[src/common/obt_pkg.sv]
// shared constants and types for the octal registered bus transceiver
package obt_pkg;

  // data path
  localparam int unsigned DATA_W = 8;
  localparam int unsigned FIFO_DEPTH = 4;
  localparam int unsigned FIFO_W = 2 * DATA_W + 2;

  // register byte offsets
  localparam logic [31:0] OFS_CTRL = 32'h0000_0000;
  localparam logic [31:0] OFS_STATUS = 32'h0000_0004;
  localparam logic [31:0] OFS_CAPTURE = 32'h0000_0008;
  localparam logic [31:0] OFS_CLEAR = 32'h0000_000c;

  // control register: field order in the struct gives bit 0 first from the bottom
  localparam int unsigned CTRL_W = 4;
  localparam logic [CTRL_W-1:0] CTRL_RESET = 4'h2;

  // status register field positions
  localparam int unsigned STAT_A_REG_LSB = 0;
  localparam int unsigned STAT_B_REG_LSB = 8;
  localparam int unsigned STAT_NONEMPTY_BIT = 16;
  localparam int unsigned STAT_OVF_BIT = 17;
  localparam int unsigned STAT_FULL_BIT = 18;

  // capture register and clear register field positions
  localparam int unsigned CAPT_VALID_BIT = 31;
  localparam int unsigned CLR_OVF_BIT = 0;

  // axi responses
  localparam logic [1:0] RESP_OKAY = 2'h0;
  localparam logic [1:0] RESP_SLVERR = 2'h2;

  typedef struct packed {
    logic ba_sel;
    logic ab_sel;
    logic ba_en_n;
    logic ab_en;
  } obt_ctrl_t;

  typedef struct packed {
    logic b_hit;
    logic a_hit;
    logic [DATA_W-1:0] b_data;
    logic [DATA_W-1:0] a_data;
  } obt_capt_t;

  typedef struct packed {
    logic [31:0] awaddr;
    logic awvalid;
    logic [31:0] wdata;
    logic [3:0] wstrb;
    logic wvalid;
    logic bready;
    logic [31:0] araddr;
    logic arvalid;
    logic rready;
  } obt_axil_req_t;

  typedef struct packed {
    logic awready;
    logic wready;
    logic [1:0] bresp;
    logic bvalid;
    logic arready;
    logic [31:0] rdata;
    logic [1:0] rresp;
    logic rvalid;
  } obt_axil_rsp_t;

endpackage

[src/rtl/obt_transceiver.sv]
// octal registered bus transceiver with axi4-lite control and capture fifo
`timescale 1ns/10ps

module obt_sync #(
  parameter int unsigned W = 1
) (
  input wire logic clk_i,
  input wire logic rst_i,
  input wire logic [W-1:0] d_i,
  output logic [W-1:0] q_o
);
  logic [W-1:0] meta_q;
  logic [W-1:0] sync_q;

  always_ff @(posedge clk_i) begin
    if (rst_i) begin
      meta_q <= '0;
      sync_q <= '0;
    end else begin
      meta_q <= d_i;
      sync_q <= meta_q;
    end
  end

  assign q_o = sync_q;
endmodule

module obt_fifo #(
  parameter int unsigned WIDTH = 8,
  parameter int unsigned DEPTH = 4
) (
  input wire logic clk_i,
  input wire logic rst_i,
  input wire logic in_valid_i,
  output logic in_ready_o,
  input wire logic [WIDTH-1:0] in_data_i,
  output logic out_valid_o,
  input wire logic out_ready_i,
  output logic [WIDTH-1:0] out_data_o
);
  localparam int unsigned AW = (DEPTH > 1) ? $clog2(DEPTH) : 1;
  localparam logic [AW-1:0] LAST = AW'(DEPTH - 1);
  localparam logic [AW:0] FULL = (AW + 1)'(DEPTH);

  logic [WIDTH-1:0] mem_q [DEPTH];
  logic [AW-1:0] wr_ptr_q;
  logic [AW-1:0] rd_ptr_q;
  logic [AW:0] count_q;
  logic push;
  logic pop;

  assign in_ready_o = (count_q != FULL);
  assign out_valid_o = (count_q != '0);
  assign out_data_o = mem_q[rd_ptr_q];
  assign push = in_valid_i && in_ready_o;
  assign pop = out_valid_o && out_ready_i;

  always_ff @(posedge clk_i) begin
    if (push) begin
      mem_q[wr_ptr_q] <= in_data_i;
    end
  end

  always_ff @(posedge clk_i) begin
    if (rst_i) begin
      wr_ptr_q <= '0;
      rd_ptr_q <= '0;
      count_q <= '0;
    end else begin
      if (push) begin
        wr_ptr_q <= (wr_ptr_q == LAST) ? '0 : wr_ptr_q + 1'b1;
      end
      if (pop) begin
        rd_ptr_q <= (rd_ptr_q == LAST) ? '0 : rd_ptr_q + 1'b1;
      end
      if (push && !pop) begin
        count_q <= count_q + 1'b1;
      end else if (pop && !push) begin
        count_q <= count_q - 1'b1;
      end
    end
  end
endmodule

// Function
// - two 8-bit two-way ports A and B, one storage register per direction.
// - rising A-register clock stores A port; B clock stores B port; controls ignored.
// - select low passes live port data across, select high passes stored data.
// - A-to-B enable high, select low: B driven with live A; A stays input while B-to-A enable is high.
// - A-to-B enable high, select high: B driven from the A register.
// - B-to-A enable low, select low: A driven with live B; B stays input while A-to-B enable is low.
// - B-to-A enable low, select high: A driven from the B register.
// - both directions enabled, both selects high: both ports show opposite registers.
// - A-to-B enable low and B-to-A enable high: both ports undriven, capture continues.
// - every rising register clock stores port data, even with outputs disabled.
// - both enables high, select low: both clocks load the A value everywhere.
// - both enables low, select low: both clocks load the B value everywhere.
// - both directions live: each port drives the other, so buses keep state.
// - switching between live and stored data makes no output glitch.
module obt_transceiver
  import obt_pkg::*;
(
  // clock and reset
  input wire logic CLK_I,
  input wire logic RST_I,
  // register bus
  input wire obt_axil_req_t AXI_REQ_I,
  output obt_axil_rsp_t AXI_RSP_O,
  // a port pins
  input wire logic [DATA_W-1:0] A_PORT_I,
  output logic [DATA_W-1:0] A_PORT_O,
  output logic A_PORT_OE_O,
  // b port pins
  input wire logic [DATA_W-1:0] B_PORT_I,
  output logic [DATA_W-1:0] B_PORT_O,
  output logic B_PORT_OE_O,
  // register clock pins
  input wire logic A_REG_CLK_I,
  input wire logic B_REG_CLK_I,
  // capture flow
  output logic CAPTURE_READY_O
);

  // pin synchronisers: data and clocks share latency so they stay aligned
  logic [DATA_W-1:0] a_in_s;
  logic [DATA_W-1:0] b_in_s;
  logic [1:0] clk_s;
  logic [1:0] clk_d_q;

  obt_sync #(.W(DATA_W)) u_sync_a (
    .clk_i(CLK_I),
    .rst_i(RST_I),
    .d_i(A_PORT_I),
    .q_o(a_in_s)
  );

  obt_sync #(.W(DATA_W)) u_sync_b (
    .clk_i(CLK_I),
    .rst_i(RST_I),
    .d_i(B_PORT_I),
    .q_o(b_in_s)
  );

  obt_sync #(.W(2)) u_sync_clk (
    .clk_i(CLK_I),
    .rst_i(RST_I),
    .d_i({B_REG_CLK_I, A_REG_CLK_I}),
    .q_o(clk_s)
  );

  always_ff @(posedge CLK_I) begin
    if (RST_I) begin
      clk_d_q <= '0;
    end else begin
      clk_d_q <= clk_s;
    end
  end

  wire a_clk_edge = clk_s[0] && !clk_d_q[0];
  wire b_clk_edge = clk_s[1] && !clk_d_q[1];

  // storage registers
  logic [DATA_W-1:0] a_reg_q;
  logic [DATA_W-1:0] b_reg_q;

  // capture ignores enables and selects; with a port driven across,
  // the pin already carries the other side's data
  always_ff @(posedge CLK_I) begin
    if (RST_I) begin
      a_reg_q <= '0;
      b_reg_q <= '0;
    end else begin
      if (a_clk_edge) begin
        a_reg_q <= a_in_s;
      end
      if (b_clk_edge) begin
        b_reg_q <= b_in_s;
      end
    end
  end

  // control register and output path
  obt_ctrl_t ctrl_q;
  logic [DATA_W-1:0] a_out_q;
  logic [DATA_W-1:0] b_out_q;

  wire [DATA_W-1:0] b_out_d = ctrl_q.ab_sel ? a_reg_q : a_in_s;
  wire [DATA_W-1:0] a_out_d = ctrl_q.ba_sel ? b_reg_q : b_in_s;

  // outputs leave a flop, so a select change swaps sources cleanly at one edge
  always_ff @(posedge CLK_I) begin
    if (RST_I) begin
      a_out_q <= '0;
      b_out_q <= '0;
    end else begin
      b_out_q <= b_out_d;
      a_out_q <= a_out_d;
    end
  end

  assign B_PORT_O = b_out_q;
  assign A_PORT_O = a_out_q;
  assign B_PORT_OE_O = ctrl_q.ab_en;
  assign A_PORT_OE_O = !ctrl_q.ba_en_n;

  // capture fifo: one word per cycle holds both sides' edges
  obt_capt_t capt_in;
  obt_capt_t capt_out;
  logic fifo_in_ready;
  logic fifo_out_valid;
  logic fifo_pop;
  logic ovf_q;

  assign capt_in.a_hit = a_clk_edge;
  assign capt_in.b_hit = b_clk_edge;
  assign capt_in.a_data = a_in_s;
  assign capt_in.b_data = b_in_s;
  wire capt_valid = a_clk_edge || b_clk_edge;

  obt_fifo #(.WIDTH(FIFO_W), .DEPTH(FIFO_DEPTH)) u_fifo (
    .clk_i(CLK_I),
    .rst_i(RST_I),
    .in_valid_i(capt_valid),
    .in_ready_o(fifo_in_ready),
    .in_data_i(capt_in),
    .out_valid_o(fifo_out_valid),
    .out_ready_i(fifo_pop),
    .out_data_o(capt_out)
  );

  // the pins cannot be stalled, so the outside is told to hold its clocks
  assign CAPTURE_READY_O = fifo_in_ready;

  // axi4-lite write side
  logic aw_held_q;
  logic w_held_q;
  logic [31:0] awaddr_q;
  logic [31:0] wdata_q;
  logic [3:0] wstrb_q;
  logic bvalid_q;
  logic [1:0] bresp_q;

  wire awready = !aw_held_q && !bvalid_q;
  wire wready = !w_held_q && !bvalid_q;
  wire aw_hs = AXI_REQ_I.awvalid && awready;
  wire w_hs = AXI_REQ_I.wvalid && wready;
  wire wr_fire = (aw_hs || aw_held_q) && (w_hs || w_held_q);
  wire [31:0] wr_addr = aw_held_q ? awaddr_q : AXI_REQ_I.awaddr;
  wire [31:0] wr_data = w_held_q ? wdata_q : AXI_REQ_I.wdata;
  wire [3:0] wr_strb = w_held_q ? wstrb_q : AXI_REQ_I.wstrb;
  wire wr_ctrl = wr_fire && (wr_addr == OFS_CTRL) && wr_strb[0];
  wire wr_clear = wr_fire && (wr_addr == OFS_CLEAR) && wr_strb[0];
  wire wr_ok = (wr_addr == OFS_CTRL) || (wr_addr == OFS_CLEAR);
  wire ovf_clr = wr_clear && wr_data[CLR_OVF_BIT];
  wire ovf_set = capt_valid && !fifo_in_ready;

  always_ff @(posedge CLK_I) begin
    if (RST_I) begin
      aw_held_q <= 1'b0;
      w_held_q <= 1'b0;
      awaddr_q <= '0;
      wdata_q <= '0;
      wstrb_q <= '0;
      bvalid_q <= 1'b0;
      bresp_q <= RESP_OKAY;
    end else begin
      if (aw_hs) begin
        awaddr_q <= AXI_REQ_I.awaddr;
      end
      if (w_hs) begin
        wdata_q <= AXI_REQ_I.wdata;
        wstrb_q <= AXI_REQ_I.wstrb;
      end
      if (wr_fire) begin
        aw_held_q <= 1'b0;
        w_held_q <= 1'b0;
        bvalid_q <= 1'b1;
        bresp_q <= wr_ok ? RESP_OKAY : RESP_SLVERR;
      end else begin
        aw_held_q <= aw_held_q || aw_hs;
        w_held_q <= w_held_q || w_hs;
        if (AXI_REQ_I.bready) begin
          bvalid_q <= 1'b0;
        end
      end
    end
  end

  // control and sticky overflow; a new drop wins over a clear in the same cycle
  always_ff @(posedge CLK_I) begin
    if (RST_I) begin
      ctrl_q <= obt_ctrl_t'(CTRL_RESET);
      ovf_q <= 1'b0;
    end else begin
      if (wr_ctrl) begin
        ctrl_q <= obt_ctrl_t'(wr_data[CTRL_W-1:0]);
      end
      ovf_q <= ovf_set || (ovf_q && !ovf_clr);
    end
  end

  // axi4-lite read side; reading capture pops one word
  logic rvalid_q;
  logic [31:0] rdata_q;
  logic [1:0] rresp_q;
  logic [31:0] status_word;
  logic [31:0] capt_word;

  wire arready = !rvalid_q;
  wire ar_hs = AXI_REQ_I.arvalid && arready;
  wire rd_ctrl = (AXI_REQ_I.araddr == OFS_CTRL);
  wire rd_status = (AXI_REQ_I.araddr == OFS_STATUS);
  wire rd_capt = (AXI_REQ_I.araddr == OFS_CAPTURE);
  wire rd_ok = rd_ctrl || rd_status || rd_capt;
  assign fifo_pop = ar_hs && rd_capt;

  always_comb begin
    status_word = '0;
    status_word[STAT_A_REG_LSB +: DATA_W] = a_reg_q;
    status_word[STAT_B_REG_LSB +: DATA_W] = b_reg_q;
    status_word[STAT_NONEMPTY_BIT] = fifo_out_valid;
    status_word[STAT_OVF_BIT] = ovf_q;
    status_word[STAT_FULL_BIT] = !fifo_in_ready;
    capt_word = '0;
    capt_word[FIFO_W-1:0] = fifo_out_valid ? capt_out : '0;
    capt_word[CAPT_VALID_BIT] = fifo_out_valid;
  end

  wire [31:0] rd_mux = rd_ctrl ? {{(32 - CTRL_W){1'b0}}, ctrl_q} :
                       rd_status ? status_word :
                       rd_capt ? capt_word : '0;

  always_ff @(posedge CLK_I) begin
    if (RST_I) begin
      rvalid_q <= 1'b0;
      rdata_q <= '0;
      rresp_q <= RESP_OKAY;
    end else if (ar_hs) begin
      rvalid_q <= 1'b1;
      rdata_q <= rd_mux;
      rresp_q <= rd_ok ? RESP_OKAY : RESP_SLVERR;
    end else if (AXI_REQ_I.rready) begin
      rvalid_q <= 1'b0;
    end
  end

  assign AXI_RSP_O.awready = awready;
  assign AXI_RSP_O.wready = wready;
  assign AXI_RSP_O.bvalid = bvalid_q;
  assign AXI_RSP_O.bresp = bresp_q;
  assign AXI_RSP_O.arready = arready;
  assign AXI_RSP_O.rvalid = rvalid_q;
  assign AXI_RSP_O.rdata = rdata_q;
  assign AXI_RSP_O.rresp = rresp_q;
endmodule

[config.mk]
export PLATFORM = sky130hd
export DESIGN_NAME = obt_transceiver
export DESIGN_NICKNAME = d
export VERILOG_FILES = /design/src/common/obt_pkg.sv /design/src/rtl/obt_transceiver.sv
export SDC_FILE = /design/constraint.sdc
export NUM_CORES = 1
export LEC_CHECK = 0
export BUFFER_PORTS_ARGS = -buffer_cell sky130_fd_sc_hd__buf_4
export CORE_ASPECT_RATIO = 0.75
export CORE_UTILIZATION = 49
export CTS_CLUSTER_SIZE = 14
export DETAILED_ROUTE_END_ITERATION = 7
export PLACE_DENSITY = 0.82
export SYNTH_ARGS = -nofsm -noshare
export SYNTH_HDL_FRONTEND = slang
export SYNTH_HIERARCHICAL = 1
export SYNTH_SLANG_ARGS = --single-unit
[constraint.sdc]
create_clock -name CLK_I -period 2.2 [get_ports CLK_I]
set_input_delay 0.22 -clock CLK_I [delete_from_list [all_inputs] [get_ports CLK_I]]
set_output_delay 0.22 -clock CLK_I [all_outputs]
set_load 0.01 [all_outputs]
* Word level (Yosys, flattened, before mapping)
Memory sizes are Yosys's and may differ from the RTL's. A register that Yosys moved wholly into a read port is not among the register bits.
Cells that the tools add are included.
** Word-level totals
- Bits in registers :: 159
- Bits in latches :: 0
- RAM bits :: 72
- Memory bits (read-only) :: 0
- Input port bits :: 125
- Output and inout bits :: 60
- Logic and storage cells :: 108
- Memories :: 1
** Cells by class
- $add $sub $neg :: 4
- Multiply operators :: 0
- Div/mod/pow operators :: 0
- Magnitude comparators :: 0
- Equal/unequal tests :: 6
- Shift operators :: 0
- Mux-type cells :: 23
- Bitwise gates (word level) :: 0
- Reductions and logical operators :: 45
** Memory list
- u_fifo.mem_q :: words 4, bits a word 18, read ports 1, clocked after Yosys merged registers in 1, write ports 1, RTL line obt_transceiver.sv:45 : logic [WIDTH-1:0] mem_q [DEPTH];
** Operators with widths (count)
- $mux W32 :: 4
- $eq A32 B4 Y1 const B :: 2
- $logic_not A32 Y1 :: 2
- $eq A32 B3 Y1 const B :: 1
- $logic_and A1 B1 Y1 :: 20
- $mux W18 :: 1
- $mux W8 :: 2
- $mux W2 :: 6
- $logic_not A1 Y1 :: 11
- $logic_or A1 B1 Y1 :: 7
- $mux W1 :: 7
- $mux W3 :: 2
- $reduce_bool A2 Y1 :: 3
- $add A2 B1 Y2 const B :: 2
- $eq A2 B2 Y1 const B :: 2
- $mux W4 :: 1
- $add A3 B1 Y3 const B :: 1
- $ne A3 B3 Y1 const B :: 1
- $reduce_bool A3 Y1 :: 1
- $sub A3 B1 Y3 const B :: 1
- $reduce_or A2 Y1 :: 1

* Depth between registers and ports, before layout
- Depth after elaboration :: 11
- Mapped depth :: 11
- Mapped depth without buffers :: 11

* By module
The synthesis kept the hierarchy.
** Modules (own cells, without submodules)
- obt_transceiver :: times used 1, cells each 532, area each 4284.1 sq um, sequential area each 2042.0 sq um
- obt_fifo :: times used 1, cells each 142, area each 3075.4 sq um, sequential area each 2342.2 sq um
- obt_sync at u_sync_a ... :: times used 2, cells each 33, area each 464.2 sq um, sequential area each 320.3 sq um
- obt_sync at u_sync_clk :: times used 1, cells each 8, area each 105.1 sq um, sequential area each 80.1 sq um

* Worst setup path before layout
Ideal clock, no wire load.
- Kind :: input to register
- From :: input AXI_REQ_I[8] (netlist bit)
- To :: register u_fifo.count_q[2]
- Setup time :: 0.070 ns
- Data arrival time :: 2.189 ns
- Required time :: 2.130 ns
- Path slack :: -0.060 ns
- Cell stages on the path :: 11
- Path buffers :: 0
- Cell sequence :: nor4_1 -> nand4_1 -> or2_1 -> nor2_1 -> o31ai_1 -> ha_1 -> inv_1 -> fa_1 -> xor2_1 -> or3_2 -> a21oi_1
** Between the ends
- Word-level cells in the longest chain between the ends :: 6
- Elaborated cells on any way between the ends :: 8
- Classes of those cells :: eq/ne (1); mux (1); reduce/logical (6)
** RTL lines
- from (decl) :: RTL line obt_transceiver.sv:107 : input wire obt_axil_req_t AXI_REQ_I,
- $eq A32 B4 Y1 (*) :: RTL line obt_transceiver.sv:313 : wire rd_capt = (AXI_REQ_I.araddr == OFS_CAPTURE);
- $logic_and A1 B1 Y1 (*) :: RTL line obt_transceiver.sv:315 : assign fifo_pop = ar_hs && rd_capt;
- named net fifo_pop :: RTL line obt_transceiver.sv:211 : logic fifo_pop;
- $logic_and A1 B1 Y1 (*) :: RTL line obt_transceiver.sv:56 : assign pop = out_valid_o && out_ready_i;
- $logic_not A1 Y1 :: RTL line obt_transceiver.sv:76 : if (push && !pop) begin
- $logic_and A1 B1 Y1 :: RTL line obt_transceiver.sv:76
- $mux W3 / $reduce_bool A2 Y1 (equally long branches)
- to (signal assigned) :: RTL line obt_transceiver.sv:77 : count_q <= count_q + 1'b1;
- to (signal assigned) :: RTL line obt_transceiver.sv:79 : count_q <= count_q - 1'b1;
- to (decl) :: RTL line obt_transceiver.sv:48 : logic [AW:0] count_q;
The timed path passes the listed nets; every way through them passes the cells marked *.
A chain may end at the register's enable or synchronous reset.

* Final worst setup path
- From :: input AXI_REQ_I[99] (netlist bit)
- To :: register ctrl_q[2] (netlist bit)
** Between the ends
- Word-level cells in the longest chain between the ends :: 4
** RTL lines
- $mux W32 :: RTL line obt_transceiver.sv:248 : wire [31:0] wr_addr = aw_held_q ? awaddr_q : AXI_REQ_I.awaddr;
- $logic_not A32 Y1 :: RTL line obt_transceiver.sv:251 : wire wr_ctrl = wr_fire && (wr_addr == OFS_CTRL) && wr_strb[0];
- $logic_and A1 B1 Y1 (2 in a row) :: RTL line obt_transceiver.sv:251
- to (signal assigned) :: RTL line obt_transceiver.sv:292 : ctrl_q <= obt_ctrl_t'(CTRL_RESET);
- to (signal assigned) :: RTL line obt_transceiver.sv:296 : ctrl_q <= obt_ctrl_t'(wr_data[CTRL_W-1:0]);
- to (decl) :: RTL line obt_transceiver.sv:183 : obt_ctrl_t ctrl_q;
Every way passes these cells.

==> impl_metrics.toml <==
[cells_and_area]
largest_register_ffs = 72
regArea_sq_mm = 0.00511
final_util_pct = 65.7
drive_above_1_share_pct = 28.6
final_nets = 1087
design_area_sq_mm = 0.0110
area_growth_pct = 31.4
antenna_cells = 0
largestRegisters = "u_fifo/mem_q: 72 flops, awaddr_q: 32 flops, rdata_q: 20 flops"
largest-register = "u_fifo/mem_q"
multi_input_area_sq_mm = 0.00307
nFillCells = 1244

[global_route]
grt_max_degree = 68
grt_overflow = 0
grt_util_all_layers_pct = 21.4
antenna_found_initial = 0
grt_pass1_wl_um = 29600
grt_pass1_vias = 5947

[routing]
routed_wl_um = 19200
drtPass1Iterations = 5
via_count = 6140
route.detailed.drc = 0
drt-initial-drc-count = 423
wl_per_cell_um = 16.2
vias_per_cell = 5.18
final_antenna_net_count = 0

[placed_design]
portBuffers = 139
dpl-instance-area_sq_mm = 0.00977
pre_cts_ws_ps = -195
gp_congestion = 0.837
place_hpwl_um = 12300

[power]
powerDensity_mw_per_mm2 = 787
p_leak_uw = 0.00424
ir_drop_mv = 0.456

[worst_setup_path]
crit_slowest_cell = "dlygate4sd3_1"
cp_slowest_stage_delay_ps = 540
cp_num_buf_inv = 2
startpoint_type = "input pin"
cp.required_ps = 2590
end_kind = "register"
crit_fanout = 4
rr_startpoint = "awaddr_q[17]$_SDFFE_PP0P_"
crit_start = "AXI_REQ_I[99]"
path_cells = "dlygate4sd3_1 > buf_4 > nor4_2 > nand4_1 > or4_4 > a2111o_1 > mux2_2"
path_class = "input pin to register"
path_delay_family = "simple AND/OR/NAND/NOR gates"
critical_path_arrival_ps = 2550

[timing]
fin_crit_ps = 2170
slew_viol_final = 0
setup_viol = 0
post-route-worst-setup-slack_ps = 34.0
period_share_pct = 98.5
tightest_slew_ps = 1160
fin_skew_ps = 10.4
fmax_ghz = 0.462
hold_viol = 0
max_slew_margin_pct = 22.7

[run]
maxCapViolCount = 0

[floorplanning]
core_area_sq_mm = 0.0168
fp.dieArea_sq_mm = 0.0177
fp.dieH_um = 115
rows = 41
ios = 185
start_util_pct = 50.0
die_w_um = 153

[logic_synthesis]
synthTopCellsByArea = "dfxtp_1, edfxtp_1, nand2_1, mux4_2, a21oi_1"
yosysTopAreaCell = "dfxtp_1"
synth.distinct_cells = 52
synth_top_flop_cell = "dfxtp_1"
yosysSeqAreaShare_pct = 60.8
synth_area_per_cell_sq_um = 11.2
syn_inst = 748
netlist_area_sq_mm = 0.00839
ys_seq_elements = 219
yosysWarningCount = 6
synthArstFlopShare_pct = 0
synth_top_area_share_pct = 35.1
synth_common_cells = "dfxtp_1, nand2_1, a21oi_1"
yosysMostFrequentCell = "dfxtp_1"
synth_edf_count = 72

[cts]
numCtsBuffers = 21
clockBufferDepth = 3
clock_latency_ps = 500
cts_root_buffer = "clkbuf_16"
cts.sinks = 219
path_clk_slew_ps = 60
cts_tree = "built"
htree_levels = 1

[run_status]
status = "finished clean"

[worst_hold_path]
min_from = "AXI_REQ_I[1]"
holdCritPathClass = "input pin to register"
-- what timing repair did --
item	CTS	global route
resized for setup	2	6
endpoints found under the setup margin	1	6
hold endpoints to repair	55	0
setup buffers	0	1
hold buffers	55	0
pin swaps	0	2
gates cloned	0	0
-- layout by cell type (no fill, tap or decap), types with 14 or more instances in the layout --
master / instances
buf_4: 172
dfxtp_1: 145
nand2_1: 126
a21oi_1: 76
edfxtp_1: 72
dlygate4sd3_1: 55
nor2_1: 47
mux2i_1: 29
clkbuf_16: 23
nor2b_1: 18
mux4_2: 18
conb_1: 14
nor2b_2: 14
-- worst register-to-register path, cell delays in order (launching register included) --
cell and delay, ps:
dfxtp_1 310, or4_1 520, nor3_1 170, nand4_1 190, a2111o_1 530, mux2_2 300
-- stage by stage --
stage | setup TNS (ps) | cells | total power (uW) | hold WS (ps)
finish | 0 | 1185 | 8680 | 21.7
global route | -1.16 | 1185 | 8990 | 11.0
CTS | 0 | 1184 | 8720 | 7.09
detailed placement | -321 | 1091 | 5210 | 422
global placement | -313 | 1091 | 5190 | 421
floorplan | 0 | 761 | 4910 | 292
-- layer usage --
layer | routed length [um] | vias to the layer above | global-route usage (%)
met3 | 1000 | 28 | 3.62
met4 | 325 | 0 | 5.59
met2 | 9290 | 176 | 37.6
met1 | 8610 | 2927 | 27.7
li1 | - | 3009 | -
met5 | 0 | - | 0
-- worst paths after layout --
kind | end | slack [ps] | cells past startpoint
max reg2reg | ctrl_q[2]$_SDFFE_PP0P_ | 80 | 5
min reg2reg | u_sync_clk/q_o[0]$_SDFF_PP0_ | 440 | 1
min | rvalid_q$_SDFFE_PP0P_ | 20 | 3
max | ctrl_q[2]$_SDFFE_PP0P_ | 30 | 7
-- power by group --
group	switching, uW	total (uW)	internal, uW
clock network	1460	3460	1990
logic	407	815	408
registers	90.1	4410	4320
-- area by class of cell --
class	instances	area share, %
Inverter	13	0.442
Timing Repair Buffer	228	16.9
Multi-Input combinational cell	472	27.9
Tap cell	215	2.44
Clock buffer	31	5.71
Sequential cell	219	46.3
Clock inverter	7	0.340
-- logic make-up (layout without fill, tap and decap cells) --
group,count (synthesis),after routing,share of synthesized area [%]
AO/OA/AOI/OAI,118,118,8.12
XOR/XNOR,3,3,0.313
adder cells (fa/ha/maj),7,7,1.13
multiplexers,50,50,8.69
AND/OR/NAND/NOR,280,280,16.5
flip-flops,219,219,60.8
other,1,14,0.0447
buffers and inverters,70,279,4.32
(Power assumes the default switching activity.)
